--- src/rtl/transmit_process_object_pkg.sv ---
package transmit_process_object_pkg;
  localparam int N_OBJ = 4;
  localparam int MAP_MAX = 4;
  localparam int PAYLOAD_BITS = 64;
  localparam int FRAME_W = 79;
  localparam int FIFO_DEPTH = 4;
  localparam logic [15:0] IDX_SYNC = 16'h1015;
  localparam logic [15:0] IDX_COMM = 16'h1800;
  localparam logic [15:0] IDX_MAP = 16'h1A00;
  localparam logic [7:0] SUB_CNT = 8'h00;
  localparam logic [7:0] SUB_COB = 8'h01;
  localparam logic [7:0] SUB_TYPE = 8'h02;
  localparam logic [7:0] SUB_INH = 8'h03;
  localparam logic [7:0] SUB_RSV = 8'h04;
  localparam logic [7:0] SUB_EVT = 8'h05;
  localparam logic [31:0] COMM_LAST_SUB = 32'h00000005;
  localparam logic [31:0] SYNC_ID_RST = 32'h00000080;
  localparam logic [10:0] COB_BASE = 11'h180;
  localparam logic [10:0] COB_STEP = 11'h100;
  localparam int COB_DIS_BIT = 31;
  localparam logic [7:0] TYPE_RST = 8'hFE;
  localparam logic [15:0] EVT_RST = 16'h0000;
  localparam logic [15:0] EVT_MIN = 16'h0002;
  localparam logic [2:0] MAPCNT_RST = 3'h0;
  localparam logic [7:0] T_SYNC_ONCE = 8'h00;
  localparam logic [7:0] T_SYNC_MAX = 8'hF0;
  localparam logic [7:0] T_SYNC_RTR = 8'hFC;
  localparam logic [7:0] T_RTR = 8'hFD;
  localparam logic [7:0] T_EVENT = 8'hFE;
  localparam logic [7:0] T_COS = 8'hFF;
  localparam int CLK_NS = 10;
  localparam int GAP_UNIT_NS = 100000;
  localparam int MS_NS = 1000000;
  localparam int GAP_UNIT_CYC = GAP_UNIT_NS / CLK_NS;
  localparam logic [3:0] MS_DIV = 4'(MS_NS / GAP_UNIT_NS);
  typedef enum logic [2:0] {
    S_IDLE = 3'b001,
    S_FETCH = 3'b010,
    S_PUSH = 3'b100
  } sched_e;
endpackage : transmit_process_object_pkg

--- src/rtl/frame_if.sv ---
`timescale 1ns/1ns
`default_nettype none
interface frame_if;
  logic valid;
  logic ready;
  logic [transmit_process_object_pkg::FRAME_W-1:0] data;
  modport src(output valid, output data, input ready);
  modport snk(input valid, input data, output ready);
endinterface : frame_if
`default_nettype wire

--- src/rtl/frame_fifo.sv ---
`timescale 1ns/1ns
`default_nettype none
module frame_fifo #(
  parameter int W = transmit_process_object_pkg::FRAME_W,
  parameter int DEPTH = transmit_process_object_pkg::FIFO_DEPTH
) (
  input wire logic clk_sys, // System clock
  input wire logic rst_n, // Async reset
  frame_if.snk in_f, // Frames from the scheduler
  output logic out_valid, // Frame available
  input wire logic out_ready, // Consumer takes frame
  output logic [W-1:0] out_data // Head frame
);
  localparam int AW = $clog2(DEPTH);
  typedef struct packed {
    logic [DEPTH-1:0][W-1:0] mem;
    logic [AW-1:0] wp;
    logic [AW-1:0] rp;
    logic [AW:0] cnt;
  } fifo_s;
  fifo_s q;
  fifo_s n;
  logic push;
  logic pop;
  always_comb begin
    in_f.ready = q.cnt != (AW+1)'(DEPTH);
    out_valid = q.cnt != '0;
    out_data = q.mem[q.rp];
    push = in_f.valid && in_f.ready;
    pop = out_valid && out_ready;
    n = q;
    if (push) begin
      n.mem[q.wp] = in_f.data;
      n.wp = q.wp + 1'b1;
    end
    if (pop) begin
      n.rp = q.rp + 1'b1;
    end
    n.cnt = q.cnt + (AW+1)'(push) - (AW+1)'(pop);
  end
  always_ff @(posedge clk_sys or negedge rst_n) begin
    if (!rst_n) begin
      q <= '0;
    end else begin
      q <= n;
    end
  end
endmodule : frame_fifo
`default_nettype wire

--- src/rtl/gap_tick.sv ---
`timescale 1ns/1ns
`default_nettype none
module gap_tick #(
  parameter int unsigned CYC = transmit_process_object_pkg::GAP_UNIT_CYC
) (
  input wire logic clk_sys, // System clock
  input wire logic rst_n, // Async reset
  output logic tick // One pulse per 100 us unit
);
  typedef struct packed {
    logic [15:0] cnt;
    logic tick;
  } tick_s;
  tick_s q;
  tick_s n;
  always_comb begin
    n = q;
    n.tick = q.cnt == 16'(CYC - 1);
    n.cnt = n.tick ? 16'h0000 : q.cnt + 16'h0001;
    tick = q.tick;
  end
  always_ff @(posedge clk_sys or negedge rst_n) begin
    if (!rst_n) begin
      q <= '0;
    end else begin
      q <= n;
    end
  end
endmodule : gap_tick
`default_nettype wire

--- src/rtl/canopen_transmit_process_object_sync_scheduler.sv ---
`timescale 1ns/1ns
`default_nettype none
// Behaviour
// - Four transmit objects, up to eight bytes
// - Default identifiers 180h..480h plus node number
// - Frame carries the object's configured identifier
// - Type 0 sends once after SYNC
// - Types 1-240 send every Nth SYNC
// - Type 252 latches on SYNC, sends on remote
// - Type 253 refreshes and sends on remote
// - Type 254 sends on event timer
// - Type 255 sends on change, plus timer
// - Inhibit gap in 100 us; zero disables
// - Event timer counts 1 ms units
// - Event timer never below 2 ms
// - Objects run only when operational
// - Entry is index, sub-index, bit length
// - At most four entries, eight bytes total
// - SYNC consumer, identifier default 80h
// - Bit 31 disables, bits 10:0 identifier
module canopen_transmit_process_object_sync_scheduler #(
  parameter int unsigned GAP_UNIT_CYCLES = transmit_process_object_pkg::GAP_UNIT_CYC
) (
  input wire logic clk_sys, // System clock
  input wire logic rst_n, // Async reset
  input wire logic [6:0] node_number, // Node address
  input wire logic operational, // Node in operational state
  input wire logic rx_valid, // Received frame strobe
  input wire logic [10:0] rx_id, // Received identifier
  input wire logic rx_rtr, // Received frame is remote
  input wire logic cfg_wr, // Dictionary write
  input wire logic cfg_rd, // Dictionary read
  input wire logic [15:0] cfg_index, // Dictionary index
  input wire logic [7:0] cfg_sub, // Dictionary sub-index
  input wire logic [31:0] cfg_wdata, // Write value
  output logic cfg_done, // Access answered
  output logic cfg_err, // Access refused
  output logic [31:0] cfg_rdata, // Read value
  output logic [15:0] dict_index, // Mapped object index
  output logic [7:0] dict_sub, // Mapped object sub-index
  input wire logic [31:0] dict_data, // Mapped object value
  output logic tx_valid, // Frame to send
  input wire logic tx_ready, // Controller takes frame
  output logic [10:0] tx_id, // Frame identifier
  output logic [3:0] tx_dlc, // Frame byte count
  output logic [63:0] tx_data // Frame payload, byte 0 low
);
  typedef struct packed {
    logic init;
    transmit_process_object_pkg::sched_e st;
    logic [1:0] obj;
    logic [1:0] ent;
    logic [6:0] pos;
    logic [63:0] pack;
    logic act_send;
    logic act_latch;
    logic act_cos;
    logic [15:0] dq_index;
    logic [7:0] dq_sub;
    logic [3:0] ms_div;
    logic [31:0] sync_id;
    logic [3:0][31:0] cob;
    logic [3:0][7:0] ttype;
    logic [3:0][15:0] inh;
    logic [3:0][15:0] evt;
    logic [3:0][2:0] mcnt;
    logic [3:0][3:0][31:0] map;
    logic [3:0][7:0] scnt;
    logic [3:0][16:0] inh_cnt;
    logic [3:0][15:0] evt_cnt;
    logic [3:0] p_send;
    logic [3:0] p_latch;
    logic [3:0] p_rtr;
    logic [3:0][63:0] data;
    logic [3:0][3:0] dlc;
    logic done;
    logic err;
    logic [31:0] rdata;
  } sched_s;

  function automatic logic [63:0] len_mask(input logic [7:0] len);
    len_mask = (len >= 8'd64) ? '1 : ((64'h1 << len) - 64'h1);
  endfunction : len_mask

  function automatic logic [10:0] map_bits(input logic [3:0][31:0] m, input logic [2:0] cnt);
    map_bits = '0;
    for (int i = 0; i < transmit_process_object_pkg::MAP_MAX; i++) begin
      if (3'(i) < cnt) begin
        map_bits = map_bits + {3'h0, m[i][7:0]};
      end
    end
  endfunction : map_bits

  sched_s q;
  sched_s n;
  logic tick_gap;
  logic ms_tick;
  logic sync_hit;
  logic fire;
  logic [3:0] live;
  logic [3:0] ok;
  logic [63:0] nb;
  logic [6:0] npos;
  logic [1:0] c;
  frame_if f_if();

  gap_tick #(.CYC(GAP_UNIT_CYCLES)) u_tick (
    .clk_sys(clk_sys),
    .rst_n(rst_n),
    .tick(tick_gap)
  );

  frame_fifo #(.W(transmit_process_object_pkg::FRAME_W), .DEPTH(transmit_process_object_pkg::FIFO_DEPTH)) u_fifo (
    .clk_sys(clk_sys),
    .rst_n(rst_n),
    .in_f(f_if.snk),
    .out_valid(tx_valid),
    .out_ready(tx_ready),
    .out_data({tx_id, tx_dlc, tx_data})
  );

  assign f_if.valid = q.st == transmit_process_object_pkg::S_PUSH;
  assign f_if.data = {q.cob[q.obj][10:0], q.dlc[q.obj], q.data[q.obj]};
  assign dict_index = q.dq_index;
  assign dict_sub = q.dq_sub;
  assign cfg_done = q.done;
  assign cfg_err = q.err;
  assign cfg_rdata = q.rdata;

  always_comb begin
    n = q;
    n.done = 1'b0;
    n.err = 1'b0;
    nb = '0;
    npos = '0;
    c = cfg_index[1:0];
    fire = 1'b0;
    if (!q.init) begin
      n.init = 1'b1;
      for (int o = 0; o < transmit_process_object_pkg::N_OBJ; o++) begin
        n.cob[o] = {21'h0, transmit_process_object_pkg::COB_BASE + 11'(o) * transmit_process_object_pkg::COB_STEP + {4'h0, node_number}};
      end
    end
    ms_tick = tick_gap && q.ms_div == transmit_process_object_pkg::MS_DIV - 4'h1;
    if (tick_gap) begin
      n.ms_div = ms_tick ? 4'h0 : q.ms_div + 4'h1;
    end
    sync_hit = rx_valid && !rx_rtr && rx_id == q.sync_id[10:0];
    for (int o = 0; o < transmit_process_object_pkg::N_OBJ; o++) begin
      live[o] = operational && !q.cob[o][transmit_process_object_pkg::COB_DIS_BIT] && q.mcnt[o] != 3'h0;
      ok[o] = q.inh_cnt[o] == 17'h00000;
    end

    // Scheduler: one object served at a time, round robin
    unique case (q.st)
      transmit_process_object_pkg::S_IDLE: begin
        if (live[q.obj] && q.p_rtr[q.obj] && ok[q.obj]) begin
          n.p_rtr[q.obj] = 1'b0;
          n.st = transmit_process_object_pkg::S_PUSH;
        end else if (live[q.obj] && ((q.p_send[q.obj] && ok[q.obj]) || q.p_latch[q.obj]
                     || (q.ttype[q.obj] == transmit_process_object_pkg::T_COS && ok[q.obj]))) begin
          n.act_send = q.p_send[q.obj] && ok[q.obj];
          n.act_latch = q.p_latch[q.obj];
          n.act_cos = q.ttype[q.obj] == transmit_process_object_pkg::T_COS && ok[q.obj];
          if (n.act_send) begin
            n.p_send[q.obj] = 1'b0;
          end
          n.p_latch[q.obj] = 1'b0;
          n.ent = 2'h0;
          n.pos = 7'h00;
          n.pack = '0;
          n.dq_index = q.map[q.obj][0][31:16];
          n.dq_sub = q.map[q.obj][0][15:8];
          n.st = transmit_process_object_pkg::S_FETCH;
        end else begin
          n.obj = q.obj + 2'h1;
        end
      end
      transmit_process_object_pkg::S_FETCH: begin
        nb = q.pack | ({32'h0, dict_data} & len_mask(q.map[q.obj][q.ent][7:0])) << q.pos;
        npos = q.pos + q.map[q.obj][q.ent][6:0];
        n.pack = nb;
        n.pos = npos;
        if ({1'b0, q.ent} == q.mcnt[q.obj] - 3'h1) begin
          if (q.act_latch || q.act_send || (q.act_cos && nb != q.data[q.obj])) begin
            n.data[q.obj] = nb;
            n.dlc[q.obj] = 4'((8'(npos) + 8'd7) >> 3);
          end
          if (q.act_send || (q.act_cos && nb != q.data[q.obj])) begin
            n.st = transmit_process_object_pkg::S_PUSH;
          end else begin
            n.st = transmit_process_object_pkg::S_IDLE;
            n.obj = q.obj + 2'h1;
          end
        end else begin
          n.ent = q.ent + 2'h1;
          n.dq_index = q.map[q.obj][q.ent + 2'h1][31:16];
          n.dq_sub = q.map[q.obj][q.ent + 2'h1][15:8];
        end
      end
      transmit_process_object_pkg::S_PUSH: begin
        if (f_if.ready) begin
          fire = 1'b1;
          n.st = transmit_process_object_pkg::S_IDLE;
          n.obj = q.obj + 2'h1;
        end
      end
      default: begin
        n.st = transmit_process_object_pkg::S_IDLE;
      end
    endcase

    // Triggers, applied after the scheduler so a new event wins over its clear
    for (int o = 0; o < transmit_process_object_pkg::N_OBJ; o++) begin
      if (!live[o]) begin
        n.p_send[o] = 1'b0;
        n.p_latch[o] = 1'b0;
        n.p_rtr[o] = 1'b0;
        n.scnt[o] = 8'h00;
        n.evt_cnt[o] = 16'h0000;
      end else begin
        if (sync_hit) begin
          if (q.ttype[o] == transmit_process_object_pkg::T_SYNC_ONCE) begin
            n.p_send[o] = 1'b1;
          end else if (q.ttype[o] <= transmit_process_object_pkg::T_SYNC_MAX) begin
            if (q.scnt[o] + 8'h01 >= q.ttype[o]) begin
              n.p_send[o] = 1'b1;
              n.scnt[o] = 8'h00;
            end else begin
              n.scnt[o] = q.scnt[o] + 8'h01;
            end
          end else if (q.ttype[o] == transmit_process_object_pkg::T_SYNC_RTR) begin
            n.p_latch[o] = 1'b1;
          end
        end
        if (rx_valid && rx_rtr && rx_id == q.cob[o][10:0]) begin
          if (q.ttype[o] == transmit_process_object_pkg::T_SYNC_RTR) begin
            n.p_rtr[o] = 1'b1;
          end else if (q.ttype[o] == transmit_process_object_pkg::T_RTR) begin
            n.p_send[o] = 1'b1;
          end
        end
        if (q.ttype[o] >= transmit_process_object_pkg::T_EVENT && q.evt[o] != 16'h0000 && ms_tick) begin
          if (q.evt_cnt[o] + 16'h0001 >= q.evt[o]) begin
            n.p_send[o] = 1'b1;
            n.evt_cnt[o] = 16'h0000;
          end else begin
            n.evt_cnt[o] = q.evt_cnt[o] + 16'h0001;
          end
        end
      end
      if (tick_gap && !ok[o]) begin
        n.inh_cnt[o] = q.inh_cnt[o] - 17'h00001;
      end
    end
    if (fire) begin
      // One extra unit: the free-running tick may fall just after the send
      n.inh_cnt[q.obj] = (q.inh[q.obj] == 16'h0000) ? 17'h00000 : {1'b0, q.inh[q.obj]} + 17'h00001;
    end

    // Dictionary access, answered one cycle later
    if (cfg_wr || cfg_rd) begin
      n.done = 1'b1;
      n.rdata = 32'h0;
      if (cfg_index == transmit_process_object_pkg::IDX_SYNC && cfg_sub == transmit_process_object_pkg::SUB_CNT) begin
        n.rdata = q.sync_id;
        if (cfg_wr) begin
          n.sync_id = cfg_wdata;
        end
      end else if (cfg_index[15:2] == transmit_process_object_pkg::IDX_COMM[15:2]) begin
        unique case (cfg_sub)
          transmit_process_object_pkg::SUB_CNT: begin
            n.rdata = transmit_process_object_pkg::COMM_LAST_SUB;
            n.err = cfg_wr;
          end
          transmit_process_object_pkg::SUB_COB: begin
            n.rdata = q.cob[c];
            if (cfg_wr) begin
              n.cob[c] = cfg_wdata;
            end
          end
          transmit_process_object_pkg::SUB_TYPE: begin
            n.rdata = {24'h0, q.ttype[c]};
            if (cfg_wr && cfg_wdata[7:0] > transmit_process_object_pkg::T_SYNC_MAX && cfg_wdata[7:0] < transmit_process_object_pkg::T_SYNC_RTR) begin
              n.err = 1'b1;
            end else if (cfg_wr) begin
              n.ttype[c] = cfg_wdata[7:0];
              n.scnt[c] = 8'h00;
            end
          end
          transmit_process_object_pkg::SUB_INH: begin
            n.rdata = {16'h0, q.inh[c]};
            if (cfg_wr) begin
              n.inh[c] = cfg_wdata[15:0];
            end
          end
          transmit_process_object_pkg::SUB_RSV: begin
            n.rdata = 32'h0;
          end
          transmit_process_object_pkg::SUB_EVT: begin
            n.rdata = {16'h0, q.evt[c]};
            if (cfg_wr) begin
              n.evt[c] = (cfg_wdata[15:0] != 16'h0000 && cfg_wdata[15:0] < transmit_process_object_pkg::EVT_MIN)
                ? transmit_process_object_pkg::EVT_MIN : cfg_wdata[15:0];
              n.evt_cnt[c] = 16'h0000;
            end
          end
          default: begin
            n.err = 1'b1;
          end
        endcase
      end else if (cfg_index[15:2] == transmit_process_object_pkg::IDX_MAP[15:2]) begin
        if (cfg_sub == transmit_process_object_pkg::SUB_CNT) begin
          n.rdata = {29'h0, q.mcnt[c]};
          if (cfg_wr) begin
            if (cfg_wdata > 32'd4 || map_bits(q.map[c], cfg_wdata[2:0]) > 11'd64) begin
              n.err = 1'b1;
            end else begin
              n.mcnt[c] = cfg_wdata[2:0];
            end
          end
        end else if (cfg_sub >= 8'h01 && cfg_sub <= 8'h04) begin
          n.rdata = q.map[c][cfg_sub[1:0] - 2'h1];
          if (cfg_wr && q.mcnt[c] != 3'h0) begin
            n.err = 1'b1;
          end else if (cfg_wr) begin
            n.map[c][cfg_sub[1:0] - 2'h1] = cfg_wdata;
          end
        end else begin
          n.err = 1'b1;
        end
      end else begin
        n.err = 1'b1;
      end
    end
  end

  always_ff @(posedge clk_sys or negedge rst_n) begin
    if (!rst_n) begin
      q <= '0;
      q.st <= transmit_process_object_pkg::S_IDLE;
      q.sync_id <= transmit_process_object_pkg::SYNC_ID_RST;
      q.ttype <= {4{transmit_process_object_pkg::TYPE_RST}};
      q.evt <= {4{transmit_process_object_pkg::EVT_RST}};
      q.mcnt <= {4{transmit_process_object_pkg::MAPCNT_RST}};
    end else begin
      q <= n;
    end
  end
endmodule : canopen_transmit_process_object_sync_scheduler
`default_nettype wire

--- config.mk ---
export PLATFORM = sky130hd
export DESIGN_NAME = canopen_transmit_process_object_sync_scheduler
export DESIGN_NICKNAME = d
export VERILOG_FILES = /design/src/rtl/transmit_process_object_pkg.sv /design/src/rtl/frame_if.sv /design/src/rtl/frame_fifo.sv /design/src/rtl/gap_tick.sv /design/src/rtl/canopen_transmit_process_object_sync_scheduler.sv
export SDC_FILE = /design/constraint.sdc
export NUM_CORES = 2
export LEC_CHECK = 0
export ABC_AREA = 1
export BUFFER_PORTS_ARGS = -buffer_cell sky130_fd_sc_hd__buf_2
export CORE_MARGIN = 1.5
export CORE_UTILIZATION = 25
export DETAILED_ROUTE_END_ITERATION = 6
export PLACE_DENSITY_LB_ADDON = 0.12
export SLEW_MARGIN = 10
export SYNTH_ARGS = -nofsm -noshare
export SYNTH_HDL_FRONTEND = slang
export SYNTH_HIERARCHICAL = 1
export SYNTH_SLANG_ARGS = --single-unit
--- constraint.sdc ---
create_clock -name clk_sys -period 6.5 [get_ports clk_sys]
set_input_delay 0.325 -clock clk_sys [delete_from_list [all_inputs] [get_ports clk_sys]]
set_output_delay 0.325 -clock clk_sys [all_outputs]
set_load 0.005 [all_outputs]
### After elaboration in Yosys (flattened, before gate mapping)

Cells that the tools add are included.

| word-level totals | value |
|---|---|
| register bits | 1776 |
| input port bits | 114 |
| output and inout bits | 138 |
| word-level logic and storage cells | 597 |

| operators by class | value |
|---|---|
| $add $sub $neg | 33 |
| order comparisons | 39 |
| eq/ne operators | 38 |
| shift-type cells | 2 |
| multiplexer cells | 286 |
| bitwise gates (word level) | 17 |
| reduce and logical (&&, ||, !) cells | 98 |

Operators by type and width:

| operator | number |
|---|---|
| $mux W512 | 4 |
| $mux W844 | 2 |
| $mux W524 | 2 |
| $mux W128 | 6 |
| $mux W64 | 12 |
| $bmux W128 S2 | 2 |
| $bwmux W512 | 1 |
| $mux W32 | 15 |
| $bmux W32 S2 | 5 |
| $bwmux W316 | 1 |
| $mux W11 | 28 |
| $mux W16 | 18 |
| $mux W288 | 1 |
| $bwmux W256 | 1 |
| $demux W128 S2 | 1 |
| $mux W8 | 27 |
| $pmux W32 S5 | 1 |
| $bmux W79 S2 | 1 |
| $demux W79 S2 | 1 |
| $mux W79 | 2 |
| $pmux W73 S2 | 1 |
| $bmux W64 S2 | 1 |
| $bwmux W128 | 1 |
| $bwmux W64 | 2 |
| 110 further kinds | 377 |

### Logic depth before layout (Yosys ltp)

| logic depth | value |
|---|---|
| depth in word-level cells | 42 |
| depth in mapped cells | 49 |
| depth with buffers taken out | 44 |

### Hierarchy

The synthesis kept the hierarchy.

By module, submodules not included:

| module | times used | cells each | area each (sq um) |
|---|---|---|---|
| canopen_transmit_process_object_sync_scheduler | 1 | 10877 | 81881.0 |
| frame_fifo | 1 | 1981 | 15786.4 |
| gap_tick | 1 | 113 | 882.1 |

### Worst setup path before layout

OpenSTA, ideal clock, no wires.

| path | value |
|---|---|
| path type | input to register |
| start | in cfg_index[0] |
| end | reg, netlist name q[1002] |
| arrival time | 5625 ps |
| required time | 6367 ps |
| path slack | 742 ps |
| stages on the path | 35 |
| buffers on the path | 2 |
| cell sequence | nor2_1 inv_1 clkbuf_1 clkbuf_1 o22ai_1 a221oi_1 inv_1 ha_1 inv_1 fa_1 xor2_1 o21ai_0 ha_1 a21oi_1 and2_1 xor2_1 nand2_1 o21ai_0 inv_1 ha_1 a21oi_1 nand2_1 a21oi_1 o21bai_1 a21o_1 a21oi_1 nor2_1 a211oi_1 o211ai_1 nand2_1 nand4_1 nor4_1 nand2_1 nand2_1 o21ai_0 |

RTL lines:

| element | RTL line | text |
|---|---|---|
| start, declared | canopen_transmit_process_object_sync_scheduler.sv:33 | `input wire logic [15:0] cfg_index,` |

==> summary.md <==
| Metric | Value |
|---|---|
| Largest net degree at the start of global routing | `170` |
| Comb pwr share | `14.3%` |
| Status | `complete, no violations` |
| Setup violators final | `0` |
| Via density | `5.00` |
| Top cell type by total area after synthesis | `dfrtp_1` |
| CTS buffer count | `220` |
| Clock group share of total power | `46.0%` |
| R2r setup slk | `0.39 ns` |
| Syn_area_per_cell | `7.60 um^2` |
| NumNets Final | `13,100` |
| Main area contributors after synthesis | `dfrtp_1 (44%), nand2_1 (11%), o21ai_0 (8.0%)` |
| Synth warn | `6` |
| Starting Density | `25.1%` |
| Antenna Nets Post-Route | `0` |
| Die W | `631 um` |
| Startpoint Class | `flop` |
| Crit path top cell by count | `nand2_1` |
| Port bufs | `251` |
| CTS tree | `built` |
| Final instance area | `114,000 um^2` |
| CTS max path bufs | `4` |
| Async set-reset flop share out of synthesis | `100%` |
| Die span in y | `631 um` |
| Internal | `19.8 mW` |
| Maximum vdd ir drop | `0.223 mV` |
| Area share of the largest cell type after synthesis | `44.3%` |
| Hold Crit Class | `input pin to flop` |
| Final Skew | `0.109 ns` |
| Clk_lat worst skew | `1.00 ns` |
| Hold WS | `0.00900 ns` |
| EDFF count, synth | `0` |
| Global-route usage over all layers | `21.3%` |
| Slew HR | `12.5%` |
| Post-DR wirelength/cell | `24.0 um` |
| Row Count | `230` |
| Sequential-to-total area share from yosys stat | `45.1%` |
| Grt met2 use | `35.0%` |
| Layout area overhead | `15.3%` |
| Max-slew violations | `0` |
| DP Wirelength | `285 mm` |
| Met3 Resource Use GR | `2.43%` |
| Busiest grt layer | `met2` |
| I/O pins | `252` |
| Critical-path maximum fanout | `18` |
| Crit path largest cell delay | `0.52 ns` |
| Yosys cell types | `71` |
| GR Layer Usage met1 | `29.4%` |
| Non-Filler Instances | `18,300` |
| WL final | `438 mm` |
| Ratio of final minimum period to clock period | `93.9%` |
| Net Switching | `8.47 mW` |
| Dpl cells | `17,800` |
| Reg clk slew, reported paths | `0.06 ns` |
| Root Buffer | `clkbuf_16` |
| Top FF cell, synth | `dfrtp_1` |
| Reg power frac | `39.6%` |
| Worst path arrival time | `6.98 ns` |
| DR pass1 iterations | `6` |
| Routability cong. | `0.864` |
| Critical-path top delay cell | `dfrtp_4` |
| Vias | `91,400` |
| Worst setup EP type | `flop` |
| Core ar. | `393,000 um^2` |
| Pwr dens | `249 nW/um^2` |
| First-pass GRT wire length | `635 mm` |
| Gr ovfl total | `0` |
| Max-cap violations | `0` |
| Max Clk Rate | `0.164 GHz` |
| Clk sinks | `1,776` |
| Syn_nets | `13,300` |
| Sw Ratio | `30.0%` |
| Final Hold Fails | `0` |
| Critical path class | `flop to flop` |
| Pwr Total | `28.3 mW` |
| Mapped Cells | `13,000` |
| DR DRC count | `0` |
| H-Tree Depth | `4` |
| Least-Margin Pin Slew | `1.30 ns` |
| Synth Register Bits | `1,776` |
| Iteration-0 DRC Markers | `7,939` |
| Filler cell count | `43,000` |
| Initial antenna violation count | `57` |
| Leakage Power | `53.5 nW` |
| Critical Path RT | `7.37 ns` |
| Vias in the first global route | `87,900` |
| Final min period | `6.11 ns` |
| Setup tns final | `0 ns` |
| Post-Synthesis Cell Area | `98,500 um^2` |
| Placement Cell Area | `105,000 um^2` |
| Layout cells sized above 1 | `9.18%` |
| Die area | `398,000 um^2` |
-- stage by stage --
| step | util [%] | worst slack, ns |
|---|---|---|
| 5_1_grt | 29.0 | -0.0305 |
| 3_3_place_gp | 26.8 | 0.0274 |
| 3_5_place_dp | 26.8 | 0.0298 |
| 6_report | 29.0 | 0.393 |
| 4_1_cts | 28.8 | 0.0353 |
| 2_1_floorplan | - | 0.742 |
-- cells in the mapped netlist (all sizes together) (3+ instances only) --
cell,number
o2111ai,18
or2,5
a31oi,54
o22ai,365
nand3b,26
o211ai,91
and2,3
o221ai,25
fa,5
nand2,3010
mux2,5
nor4,43
xnor2,28
a32o,13
nor3,121
xor2,146
dfstp,30
o31ai,37
a21oi,478
a21boi,8
nand4,431
o31a,3
and3,6
clkinv,12
nor2,1160
a2111oi,6
o311ai,18
a22o,30
o21ai,1807
a221oi,50
clkbuf,570
buf,403
a22oi,54
a211oi,14
nand3,736
o21bai,7
dfrtp,1746
inv,1145
a21o,5
a32oi,46
o32ai,3
o22a,3
o21a,31
ha,162
-- worst paths after layout --
| path | startpoint | to | cells after the start |
|---|---|---|---|
| worst max-delay path | q[1430] | q[70] | 46 |
| worst min-delay path | node_number[3] | q[1169] | 5 |
| worst max register to register | q[1430] | q[70] | 46 |
| worst min register to register | u_fifo/q[136] | u_fifo/q[136] | 2 |
| max in group asynchronous | rst_n | q[1435] | 5 |
| min in group asynchronous | rst_n | u_fifo/q[4] | 3 |
-- metal layers --
metal  vias to the layer above  share of wire [%]
li1                      43400                  -
met1                     45000                 46
met2                      2531                 47
met3                       507                4.9
met4                        10                2.7
met5                         -              0.011
-- critical path, delay by kind of cell (launching register included) --
kind	cells	cell delay, ns
and+or+nand+nor	32	3.57
AOI/OAI and AO/OA	2	0.27
DFF	1	0.52
buffers and inverters	11	1.41
adders and majority gates	1	0.22
-- flip-flops by register name, summed over array words and instances (netlist names) --
name and flops:
q 1378, cfg_rdata 32, dict_sub 8, u_fifo/q 323, cfg_done 1, u_tick/tick 1
u_tick/q 16, dict_index 16, cfg_err 1
-- cell usage in the layout (no fill, tap or decap), drive strengths merged, types with 23 or more instances in the layout --
cell         count
nand3          737
diode           23
o221ai          25
a21oi          478
nand3b          26
ha             162
xnor2           28
o22ai          365
a31oi           54
dfrtp         1746
a22oi           54
a221oi          50
dfstp           30
clkinv          67
o21a            31
o21ai         1807
o211ai          91
nand4          431
inv           1149
dlygate4sd3     32
clkbuf         344
a22o            30
buf            582
nand2         3010
nor4            43
o31ai           37
xor2           146
a32oi           46
nor3           121
nor2          1160
-- what timing repair did --
item,4_1_cts,5_1_grt
hold endpoints to repair,495,0
endpoints found under the setup margin,8,288
resized for setup,1,62
setup buffers,0,12
hold buffers,32,0
gates cloned,0,13
pin swaps,0,6
-- cell families (layout without fill, tap and decap cells) --
family / after synthesis / count (layout) / synth area share [%]
fa+ha+maj: 167 / 167 / 2.16
buf+inv: 2130 / 2190 / 9.12
xor+xnor: 174 / 174 / 1.55
simple gates: 5547 / 5548 / 23.9
other cells: 1 / 24 / 0.00381
mux: 6 / 6 / 0.0673
compound gates: 3170 / 3170 / 18.1
flops: 1776 / 1776 / 45.1
-- final cells by class --
type,count,area [um^2],share of cell area [%]
diodes,23,57.6,0.0506
flip-flops and latches,1776,44500,39.1
repair buffers,622,4900,4.31
inverters,1157,4400,3.87
well taps,5220,6530,5.75
multi-input cells,9066,45800,40.3
clock inverters,73,856,0.753
repair inverters,2,27.5,0.0242
clock buffers,336,6650,5.85
-- power groups by stage --
stage / registers, mW / logic [mW] / clock network (mW)
floorplan: 11.3 / 2.23 / 0
global placement: 11.4 / 4.07 / 0
detailed placement: 11.4 / 4.05 / 0
CTS: 11.2 / 4.08 / 13.4
global route: 11.2 / 4.45 / 13.8
finish: 11.2 / 4.05 / 13.0
(Power assumes the default switching activity.)
